--- src/core/pmr_pkg.sv ---
// constants and types for the setpoint and alert mask command registers
package pmr_pkg;

  // command codes
  localparam logic [7:0] PMR_CMD_FEATURE  = 8'h19;
  localparam logic [7:0] PMR_CMD_MASK     = 8'h1b;
  localparam logic [7:0] PMR_CMD_VFORMAT  = 8'h20;
  localparam logic [7:0] PMR_CMD_SETPOINT = 8'h21;

  // fixed read-only contents and the setpoint reset value
  localparam logic [7:0]  PMR_FEATURE_VAL = 8'hb0;
  localparam logic [2:0]  PMR_VMODE_LIN   = 3'h0;
  localparam logic [4:0]  PMR_VEXP_M9     = 5'h17;
  localparam logic [11:0] PMR_SP_RST      = 12'h1e6;
  localparam logic [7:0]  PMR_MASK_CNT    = 8'h01;

  // accepted mask targets, index order 0..6
  localparam logic [7:0] PMR_TGT_WORD  = 8'h79;
  localparam logic [7:0] PMR_TGT_VOUT  = 8'h7a;
  localparam logic [7:0] PMR_TGT_IOUT  = 8'h7b;
  localparam logic [7:0] PMR_TGT_INPUT = 8'h7c;
  localparam logic [7:0] PMR_TGT_TEMP  = 8'h7d;
  localparam logic [7:0] PMR_TGT_CML   = 8'h7e;
  localparam logic [7:0] PMR_TGT_MFR   = 8'h80;
  localparam logic [2:0] PMR_TGT_NONE  = 3'h7;
  localparam int         PMR_NTGT      = 7;

  // maskable bits per target, 19 in all; word target bit 2 is status word bit 10
  localparam logic [6:0][7:0] PMR_MASK_USED = {8'hc0, 8'hf0, 8'hc0, 8'he0,
                                               8'hd0, 8'hf0, 8'h04};
  localparam logic [6:0][7:0] PMR_MASK_RST  = {8'h00, 8'h00, 8'h00, 8'h00,
                                               8'h00, 8'h00, 8'h04};

  // setpoint ranges per divider ratio code (0: one, 1: half, 2: quarter)
  localparam logic [11:0] PMR_R1_LO = 12'h100;
  localparam logic [11:0] PMR_R1_HI = 12'h300;
  localparam logic [11:0] PMR_R2_LO = 12'h200;
  localparam logic [11:0] PMR_R2_HI = 12'h600;
  localparam logic [11:0] PMR_R4_LO = 12'h400;
  localparam logic [11:0] PMR_R4_HI = 12'hc00;

  typedef logic [6:0][7:0] pmr_mask_arr_t;

  typedef enum logic [0:0] {
    PMR_ST_LOAD = 1'b0,
    PMR_ST_RUN  = 1'b1
  } pmr_state_t;

  // one decoded bus transaction from the protocol front end
  typedef struct packed {
    logic        valid;
    logic        write;
    logic [7:0]  code;
    logic [7:0]  count;
    logic [15:0] data;
  } pmr_req_t;

  typedef struct packed {
    logic        valid;
    logic        nack;
    logic [7:0]  count;
    logic [15:0] data;
  } pmr_rsp_t;

  // limits held elsewhere in the device
  typedef struct packed {
    logic [11:0] floor_lvl;
    logic [11:0] ceiling_lvl;
    logic [11:0] overvoltage_warn_level;
    logic [11:0] undervoltage_warn_level;
    logic [1:0]  ratio;
  } pmr_lim_t;

  typedef struct packed {
    logic          valid;
    logic [11:0]   setpoint;
    pmr_mask_arr_t masks;
  } pmr_nvm_t;

endpackage

--- src/core/pmr_regs.sv ---
// setpoint, format, feature and alert mask command registers
`timescale 1ns/1ps

// Function
// - read-only feature byte reads 1011 0000: checking, 400 kHz, alert protocol.
// - mask write is a word write: target code byte, then mask byte stored.
// - mask read uses block write-read, count one; other counts are NACKed.
// - every mask read with count one after the load cycle answers block count one, then the target's mask byte, or zero for an unaccepted target.
// - a set mask bit stops that status bit from raising the alert.
// - nineteen maskable sources, each mask bit kept in nonvolatile storage.
// - only word, vout, iout, input, temp, comm and vendor targets accepted.
// - mask write to other target sets comm fault, invalid data, alert.
// - mask read of an unaccepted target returns zero.
// - code 79h reaches power-good-low mask, word bit 10; resets to one.
// - format byte read-only: linear mode 000, exponent 10111.
// - setpoint is unsigned mantissa, top four bits zero, resets to 486.
// - valid setpoint range follows divider ratio one, half or quarter.
// - setpoint below floor or above ceiling is clamped to that limit.
// - setpoint kept unless new value is strictly inside the warn levels.
// - setpoint rejected by warn levels sets comm fault, invalid data, alert.
// - at power-up the strap mantissa overrides the restored setpoint.
// - save-all hands the setpoint to nonvolatile storage.
module pmr_regs (
  input  wire logic                  sys_clk,
  input  wire logic                  rst,
  input  wire pmr_pkg::pmr_req_t     req,
  input  wire pmr_pkg::pmr_lim_t     lim,
  input  wire logic                  strap_en,
  input  wire logic [11:0]           strap_mantissa,
  input  wire logic [11:0]           nvm_setpoint,
  input  wire pmr_pkg::pmr_mask_arr_t nvm_masks,
  input  wire logic                  save_all,
  input  wire pmr_pkg::pmr_mask_arr_t status_events,
  output pmr_pkg::pmr_rsp_t          rsp,
  output logic                       cml_set,
  output logic                       ivd_set,
  output logic                       clamp_evt,
  output logic                       alert_out,
  output logic [11:0]                setpoint,
  output pmr_pkg::pmr_nvm_t          nvm_store
);
  import pmr_pkg::*;

  // ---------------------------------------------------------------
  // helpers
  // ---------------------------------------------------------------
  function automatic logic [2:0] tgt_idx(input logic [7:0] code);
    case (code)
      PMR_TGT_WORD:  tgt_idx = 3'h0;
      PMR_TGT_VOUT:  tgt_idx = 3'h1;
      PMR_TGT_IOUT:  tgt_idx = 3'h2;
      PMR_TGT_INPUT: tgt_idx = 3'h3;
      PMR_TGT_TEMP:  tgt_idx = 3'h4;
      PMR_TGT_CML:   tgt_idx = 3'h5;
      PMR_TGT_MFR:   tgt_idx = 3'h6;
      default:       tgt_idx = PMR_TGT_NONE;
    endcase
  endfunction

  function automatic logic [11:0] clamp(input logic [11:0] v,
                                        input logic [11:0] lo,
                                        input logic [11:0] hi);
    if (v < lo) begin
      clamp = lo;
    end else if (v > hi) begin
      clamp = hi;
    end else begin
      clamp = v;
    end
  endfunction

  // ---------------------------------------------------------------
  // state
  // ---------------------------------------------------------------
  pmr_state_t    st_q;
  logic [11:0]   sp_q;
  pmr_mask_arr_t mask_q;
  pmr_rsp_t      rsp_q;
  logic          cml_q;
  logic          ivd_q;
  logic          clamp_q;
  logic          alert_q;
  pmr_nvm_t      nvm_q;

  // ---------------------------------------------------------------
  // request decode
  // ---------------------------------------------------------------
  logic          run;
  logic          mask_wr;
  logic          mask_rd;
  logic          sp_wr;
  logic [2:0]    wr_idx;
  logic [2:0]    rd_idx;
  logic          wr_bad_tgt;
  logic [11:0]   r_lo;
  logic [11:0]   r_hi;
  logic [11:0]   sp_ratio;
  logic [11:0]   sp_new;
  logic          sp_ok;
  logic          fault_evt;
  logic          src_active;

  assign run     = (st_q == PMR_ST_RUN);
  assign mask_wr = run && req.valid && req.write && req.code == PMR_CMD_MASK
                   && req.count == 8'h02;
  assign mask_rd = run && req.valid && !req.write && req.code == PMR_CMD_MASK;
  assign sp_wr   = run && req.valid && req.write && req.code == PMR_CMD_SETPOINT;
  assign wr_idx  = tgt_idx(req.data[7:0]);
  assign rd_idx  = tgt_idx(req.data[7:0]);
  assign wr_bad_tgt = mask_wr && (wr_idx == PMR_TGT_NONE);

  // ratio window; an unused ratio code falls back to ratio one
  // ratio range
  always_comb begin
    case (lim.ratio)
      2'h1: begin
        r_lo = PMR_R2_LO;
        r_hi = PMR_R2_HI;
      end
      2'h2: begin
        r_lo = PMR_R4_LO;
        r_hi = PMR_R4_HI;
      end
      default: begin
        r_lo = PMR_R1_LO;
        r_hi = PMR_R1_HI;
      end
    endcase
  end

  // checks see the limits of this cycle, the old setpoint still in place
  // same-cycle limits
  assign sp_ratio = clamp(req.data[11:0], r_lo, r_hi);
  assign sp_new   = clamp(sp_ratio, lim.floor_lvl, lim.ceiling_lvl);
  assign sp_ok    = (sp_new < lim.overvoltage_warn_level)
                    && (sp_new > lim.undervoltage_warn_level);

  assign fault_evt = wr_bad_tgt || (sp_wr && !sp_ok);

  assign src_active = |(status_events & ~mask_q & PMR_MASK_USED);

  // ---------------------------------------------------------------
  // power-up load then run
  // ---------------------------------------------------------------
  always_ff @(posedge sys_clk or posedge rst) begin
    if (rst) begin
      st_q <= PMR_ST_LOAD;
    end else begin
      case (st_q)
        PMR_ST_LOAD: st_q <= PMR_ST_RUN;
        PMR_ST_RUN:  st_q <= PMR_ST_RUN;
        default:     st_q <= PMR_ST_LOAD;
      endcase
    end
  end

  // setpoint: restored copy, strap override, then host writes
  always_ff @(posedge sys_clk or posedge rst) begin
    if (rst) begin
      sp_q <= PMR_SP_RST;
    end else if (st_q == PMR_ST_LOAD) begin
      sp_q <= strap_en ? strap_mantissa : nvm_setpoint;
    end else if (sp_wr && sp_ok) begin
      sp_q <= sp_new;
    end
  end

  // mask bytes; unused bit positions never hold a one
  always_ff @(posedge sys_clk or posedge rst) begin
    if (rst) begin
      mask_q <= PMR_MASK_RST;
    end else if (st_q == PMR_ST_LOAD) begin
      mask_q <= nvm_masks & PMR_MASK_USED;
    end else if (mask_wr && !wr_bad_tgt) begin
      mask_q[wr_idx] <= req.data[15:8] & PMR_MASK_USED[wr_idx];
    end
  end

  // answers, one cycle after each request
  always_ff @(posedge sys_clk or posedge rst) begin
    if (rst) begin
      rsp_q <= '0;
    end else begin
      rsp_q       <= '0;
      rsp_q.valid <= req.valid;
      if (!run) begin
        rsp_q.nack <= req.valid;
      end else if (req.valid) begin
        case (req.code)
          PMR_CMD_FEATURE: begin
            rsp_q.nack <= req.write;
            rsp_q.data <= {8'h00, PMR_FEATURE_VAL};
          end
          PMR_CMD_VFORMAT: begin
            rsp_q.nack <= req.write;
            rsp_q.data <= {8'h00, PMR_VMODE_LIN, PMR_VEXP_M9};
          end
          PMR_CMD_SETPOINT: begin
            rsp_q.data <= {4'h0, sp_q};
          end
          PMR_CMD_MASK: begin
            if (req.write) begin
              rsp_q.nack <= (req.count != 8'h02);
            end else if (req.count != PMR_MASK_CNT) begin
              rsp_q.nack <= 1'b1;
            end else begin
              rsp_q.count <= PMR_MASK_CNT;
              rsp_q.data  <= (rd_idx == PMR_TGT_NONE) ? 16'h0000
                             : {8'h00, mask_q[rd_idx]};
            end
          end
          default: rsp_q.nack <= 1'b1;
        endcase
      end
    end
  end

  // fault pulses toward the status block
  always_ff @(posedge sys_clk or posedge rst) begin
    if (rst) begin
      cml_q   <= 1'b0;
      ivd_q   <= 1'b0;
      clamp_q <= 1'b0;
    end else begin
      cml_q   <= fault_evt;
      ivd_q   <= fault_evt;
      clamp_q <= sp_wr && sp_ok && (sp_new != req.data[11:0]);
    end
  end

  // alert level; own faults assert it for at least a cycle
  always_ff @(posedge sys_clk or posedge rst) begin
    if (rst) begin
      alert_q <= 1'b0;
    end else begin
      alert_q <= src_active || fault_evt;
    end
  end

  // snapshot for the save-all engine
  always_ff @(posedge sys_clk or posedge rst) begin
    if (rst) begin
      nvm_q <= '0;
    end else begin
      nvm_q.valid    <= save_all;
      nvm_q.setpoint <= sp_q;
      nvm_q.masks    <= mask_q;
    end
  end

  assign rsp       = rsp_q;
  assign cml_set   = cml_q;
  assign ivd_set   = ivd_q;
  assign clamp_evt = clamp_q;
  assign alert_out = alert_q;
  assign setpoint  = sp_q;
  assign nvm_store = nvm_q;
endmodule

--- config.mk ---
export PLATFORM = sky130hd
export DESIGN_NAME = pmr_regs
export DESIGN_NICKNAME = d
export VERILOG_FILES = /design/src/core/pmr_pkg.sv /design/src/core/pmr_regs.sv
export SDC_FILE = /design/constraint.sdc
export NUM_CORES = 1
export LEC_CHECK = 0
export BUFFER_PORTS_ARGS = -buffer_cell sky130_fd_sc_hd__buf_2
export CAP_MARGIN = 20
export CORE_MARGIN = 2
export CORE_UTILIZATION = 40
export DETAILED_ROUTE_END_ITERATION = 8
export MAX_ROUTING_LAYER = met4
export PLACE_DENSITY = 0.71
export SLEW_MARGIN = 20
export SYNTH_ARGS = -nofsm -noshare
export SYNTH_HDL_FRONTEND = slang
export SYNTH_SLANG_ARGS = --single-unit
--- constraint.sdc ---
create_clock -name sys_clk -period 7.1 [get_ports sys_clk]
set_input_delay 1.42 -clock sys_clk [delete_from_list [all_inputs] [get_ports sys_clk]]
set_output_delay 1.42 -clock sys_clk [all_outputs]
set_load 0.01 [all_outputs]
; ---- Word level (Yosys, flattened, before mapping)
; Memory sizes are Yosys's and may differ from the RTL's.
; Cells that the tools add are included.
[word_totals]
n_memories = 1
latchBits = 0
ram_bits = 0
register_bits = 167
word_cells = 104
in_bits = 224
romBits = 64
out_inout_bits = 111
[op_classes]
addsub = 0
div_mod_pow = 0
reduce_logical = 18
n_lt_le_gt_ge = 8
muxes = 29
shift = 0
n_bitwise = 3
n_eq_ne = 20
multipliers = 0
[memory_table]
columns = name, words, width, rd, rd_clocked_by_memory_dff, wr, line_no
row1 = (name not given), 8, 8, 1, 0, 0, pmr_regs.sv:175  ; mask_q[wr_idx] <= req.data[15:8] & PMR_MASK_USED[wr_idx];
[ops]
columns = cell, n
row1 = 2-to-1 mux 56 bit, 2
row2 = 2-to-1 mux 12 bit, 7
row3 = case mux 16 bit (4 select lines), 1
row4 = AND 56 bit, 1
row5 = bitwise mux 56 bit, 1
row6 = NOT 56 bit, 1
row7 = equality test 8 x 7 -> 1 bit (second input constant), 6
row8 = greater-than comparator 12 bit, 3
row9 = less-than comparator 12 bit, 3
row10 = 2-to-1 mux 17 bit, 2
row11 = 2-to-1 mux 8 bit, 4
row12 = 2-to-1 mux 25 bit, 1
row13 = binary-select mux 8 bit (select 3 bit), 1
row14 = demux 8 bit (select 3 bit), 1
row15 = 2-to-1 mux 24 bit, 1
row16 = case mux 12 bit (2 select lines), 1
row17 = case mux 11 bit (2 select lines), 1
row18 = case mux 3 bit (7 select lines), 1
row19 = OR reduction 19 bit, 1
row20 = equality test 8 x 5 -> 1 bit (second input constant), 2
row21 = equality test 8 x 6 -> 1 bit (second input constant), 2
row22 = logical AND 1 bit, 12
row23 = != test 12 bit, 1
row24 = AND 8 bit, 1
row25 = other kinds (15), 21

; ---- Depth between registers and ports, before layout
[depth]
depth_word = 14
depth_mapped = 31
mapped_depth_nobuf = 29

; ---- Worst setup path before layout
; No wires, ideal clock.
[synth_path]
path_kind = input to register
from = input port lim[0] in the netlist's numbering
to = register sp_q[3], in the netlist setpoint[3]
setup_time_ps = 145
t_arrival_ps = 7439
path_stages = 29
path_buffers = 1
setup_slack_ps = -484
required_time_ps = 6955
cell_sequence = inv_1 > ha_1 > inv_1 > ha_1 > a211o_1 > a31o_2 > o211ai_1 > nand2_2 > and2_1 > ha_1 > and4b_1 > a211oi_1 > nor2_1 > a21oi_1 > o211ai_2 > a21oi_1 > mux2_2 > mux2_2 > ha_1 > and4_1 > nand3_1 > nor3_1 > a2111oi_0 > o2111ai_1 > or2_2 > a311o_1 > buf_6 > nor3_1 > a311oi_1
[synth_between]
elab_chain_cells = 12
elab_cells_between_ends = 19
cone_classes = order compare: 6 / eq/ne: 3 / mux: 8 / reduce/logical: 2
[synth_lines]
columns = item, line_no
row1 = from (decl), pmr_regs.sv:27  ; input wire pmr_pkg::pmr_lim_t lim,
row2 = equality test 2 bit or equality test 2 x 1 -> 1 bit (tied branches), pmr_regs.sv:115  ; case (lim.ratio)
row3 = case mux 12 bit (2 select lines), pmr_regs.sv:115
row4 = greater-than comparator 12 bit, pmr_regs.sv:65  ; end else if (v > hi) begin
row5 = 2-to-1 mux 12 bit, pmr_regs.sv:65
row6 = 2-to-1 mux 12 bit (*), pmr_regs.sv:63  ; if (v < lo) begin
row7 = greater-than comparator 12 bit, pmr_regs.sv:65
row8 = 2-to-1 mux 12 bit, pmr_regs.sv:65
row9 = 2-to-1 mux 12 bit (*), pmr_regs.sv:63
row10 = less-than comparator 12 bit or greater-than comparator 12 bit (tied branches), "pmr_regs.sv:135, pmr_regs.sv:136"
row11 = logical AND 1 bit, pmr_regs.sv:136  ; && (sp_new > lim.undervoltage_warn_level);
row12 = logical AND 1 bit, pmr_regs.sv:163  ; end else if (sp_wr && sp_ok) begin
row13 = != test 2 x 1 -> 1 bit (no source line), -
row14 = to (signal assigned), pmr_regs.sv:162  ; sp_q <= strap_en ? strap_mantissa : nvm_setpoint;
row15 = to (signal assigned), pmr_regs.sv:164  ; sp_q <= sp_new;
row16 = to (decl), pmr_regs.sv:76  ; logic [11:0] sp_q;
; Mark *: on every way between the ends. The rest lies on a longest branch, timed or not. The select of a mux whose other input is x is not followed.
; A chain may end at the register's enable or synchronous reset.

; ---- Worst setup path in the final report
[layout_path]
from = input port lim[0] in the netlist's numbering
to = register sp_q[6], in the netlist setpoint[6]
; The elaborated chain is that of the path after synthesis.

==> flow_metrics.py <==
metrics = {
    "final_layout": {
        "area_growth_pct": 45.9,
        "fin_util": 0.600,
        "nets": 1478,
        "final_common_cell": "buf_2",
        "layout.cells.most_common_list": "226 x buf_2, 132 x buf_4, 106 x dfrtp_1",
        "final_cell_count_no_fill": 1443,
        "design_area_mm2": 0.0109,
        "nFillCells": 1611,
        "drive_gt1_frac": 0.412,
        "antenna_cells": 0,
    },
    "synthesis": {
        "yosys_warnings": 0,
        "synth-edff-count": 0,
        "synth.yosys.seq_area_share": 0.383,
        "synth-seq-cells": 114,
        "synth_area_mm2": 0.00747,
        "ys_types": 70,
        "synth-main-ff-cell": "dfrtp_1",
        "avgSynthCellArea_um2": 8.87,
        "synthCells": 842,
        "async_reset_ff_frac": 1.00,
    },
    "global_routing": {
        "grt_pass1_vias": 7299,
        "grt_usage": 0.256,
        "grt_antenna_before_repair": 0,
        "grt_pass1_wl_mm": 38.2,
        "grt_max_degree": 82,
        "overflow": 0,
    },
    "setup_path": {
        "cp-start-kind": "input pin",
        "reg2reg_to": "mask_q[47]",
        "critPathSlowestCell": "a311o_2",
        "max_stage_delay_ps": 450,
        "crit_path_end_kind": "flop",
        "worst-setup-path-type": "input pin to flop",
        "critical_path_buf_inv_count": 6,
        "rr_worst_depth": 7,
        "critical_path.top_delay_family": "compound AO/OA/AOI/OAI gates",
        "worst_path_most_repeated_cell": "ha_4",
        "crit_arrival_ps": 7430,
        "r2r-start": "run",
        "required_ps": 7440,
        "r2r_slack_ps": 3350,
        "crit_fanout": 6,
    },
    "placed_design": {
        "placed_cells": 1384,
        "post-place-ws_ps": -879,
        "dpl.hpwl_mm": 19.9,
        "postPlaceCellArea_mm2": 0.00971,
        "portBuffers": 228,
        "gp_congestion": 0.941,
    },
    "min_path": {
        "holdPathStages": 0,
        "hp-start": "mask_q[50]",
        "min_to": "nvm_store[50]",
        "hp-class": "flop to flop",
    },
    "floorplan": {
        "die_y_um": 141,
        "num_rows": 49,
        "core_area_mm2": 0.0181,
        "dieArea_mm2": 0.0198,
        "start_util": 0.412,
        "ios": 335,
        "die_w_um": 141,
    },
    "sta": {
        "finalSetupViolCount": 0,
        "layout_setup_ws_ps": 10.6,
        "fin_crit_sh": 0.999,
        "skew_ps": 11.9,
        "post-route-min-period_ps": 7090,
        "drv_slew": 0,
        "timing.hold.ws_ps": 399,
        "hold_viol": 0,
        "max_freq_ghz": 0.141,
        "slew_headroom": 0.320,
        "worst_pin_slew_ps": 1010,
        "rsz0062_at_grt": "yes",
    },
    "drt": {
        "drt_iter0_markers": 435,
        "drc": 0,
        "finalWirelength_mm": 25.7,
        "ant_nets": 0,
        "avgRoutedWirePerCell_um": 17.8,
        "routed_via_density": 5.34,
        "firstDrtPassIters": 5,
        "num_vias": 7702,
    },
    "run": {
        "drv_cap": 0,
    },
    "clocking": {
        "clk_pin_slew_worst_paths_ps": 60,
        "numClockSinks": 114,
        "root_buffer": "clkbuf_16",
        "cts-buffers-inserted": 17,
        "cts.htree.levels": 4,
        "clk_latency_ps": 420,
        "clockBufferDepth": 2,
        "cts_tree": "built",
    },
    "power": {
        "powerDensity_mw_per_mm2": 214,
        "total_leakage_power_nw": 5.54,
        "ir_worst_vdd_mv": 0.156,
    },
    "run_status": {
        "status": "finished clean",
    },
}
## cells by family after synthesis
logic type / share of synthesized area
compound gates: 0.194
xor+xnor: 0.0152
fa+ha+maj: 0.0888
buf+inv: 0.0972
flops: 0.383
mux: 0.0503
other cells: 0.00101
simple gates: 0.171
## worst reg2reg max path, stage by stage (launching register included)
cell     delay (ps)
dfrtp_2         330
buf_4           610
nand2_1         380
nor4_1          750
nand2_1         260
nor3_1          880
mux2i_1         300
a21oi_1          90
## what timing repair did
item,4_1_cts,5_1_grt
buffers inserted,9,18
resized for setup,37,45
pin swaps,13,37
hold buffers,0,0
endpoints found under the setup margin,12,13
## how the worst max path moves through the flow
| stage | cells after the start | slack, ps | to | startpoint |
|---|---|---|---|---|
| final | 32 | 10 | setpoint[6] | lim[0] |
| after global routing | 33 | -280 | setpoint[6] | lim[0] |
| after CTS | 33 | 20 | setpoint[1] | lim[0] |
| after detailed placement | 31 | -880 | setpoint[9] | lim[0] |
| after global placement | 31 | -840 | setpoint[3] | lim[0] |
| after floorplan | 28 | 7 | setpoint[10] | lim[0] |
## through the flow
stage / TNS [ps] / total power, mW
floorplan: 0 / 1.09
global placement: -10530 / 1.38
detailed placement: -10880 / 1.39
CTS: 0 / 2.28
global route: -2880 / 2.45
finish: 0 / 2.34
## where the power goes
| group | switching [mW] | leakage [nW] | internal (mW) |
|---|---|---|---|
| combinational | 0.394 | 3.85 | 0.378 |
| clock | 0.351 | 0.282 | 0.499 |
| sequential | 0.0256 | 1.41 | 0.688 |
| total | 0.771 | 5.54 | 1.57 |
## area by class of cell
class / count / area, µm² / share of cell area
Tap cell: 229 / 287 / 0.0263
Clock inverter: 15 / 161 / 0.0148
Inverter: 94 / 363 / 0.0333
Multi-Input combinational cell: 605 / 4550 / 0.417
Clock buffer: 17 / 425 / 0.0390
Timing Repair Buffer: 369 / 2250 / 0.206
Sequential cell: 114 / 2860 / 0.263
## cell usage after synthesis (all sizes together), types with 18 or more instances
cell / instances / share of area
ha: 53 / 0.089
o21ai: 29 / 0.019
nor2: 72 / 0.036
a211oi: 22 / 0.022
nand3: 28 / 0.019
inv: 94 / 0.047
clkbuf: 22 / 0.011
dfrtp: 107 / 0.36
nand2: 47 / 0.024
a21oi: 68 / 0.046
buf: 38 / 0.039
nor3: 18 / 0.012
mux2i: 33 / 0.044
## registers in the layout, indices dropped and copies added (netlist names)
register   flops
rsp           15
run            1
nvm_store     48
mask_q        35
ivd_set        1
alert_out      1
setpoint      12
clamp_evt      1
## layer usage
metal,track usage,up-vias,part of all wire
met5,-,-,0
met4,0.0700,0,0.015
met3,0.0336,33,0.059
met2,0.430,316,0.50
met1,0.326,3668,0.43
li1,-,3685,-
(Power assumes the default switching activity.)
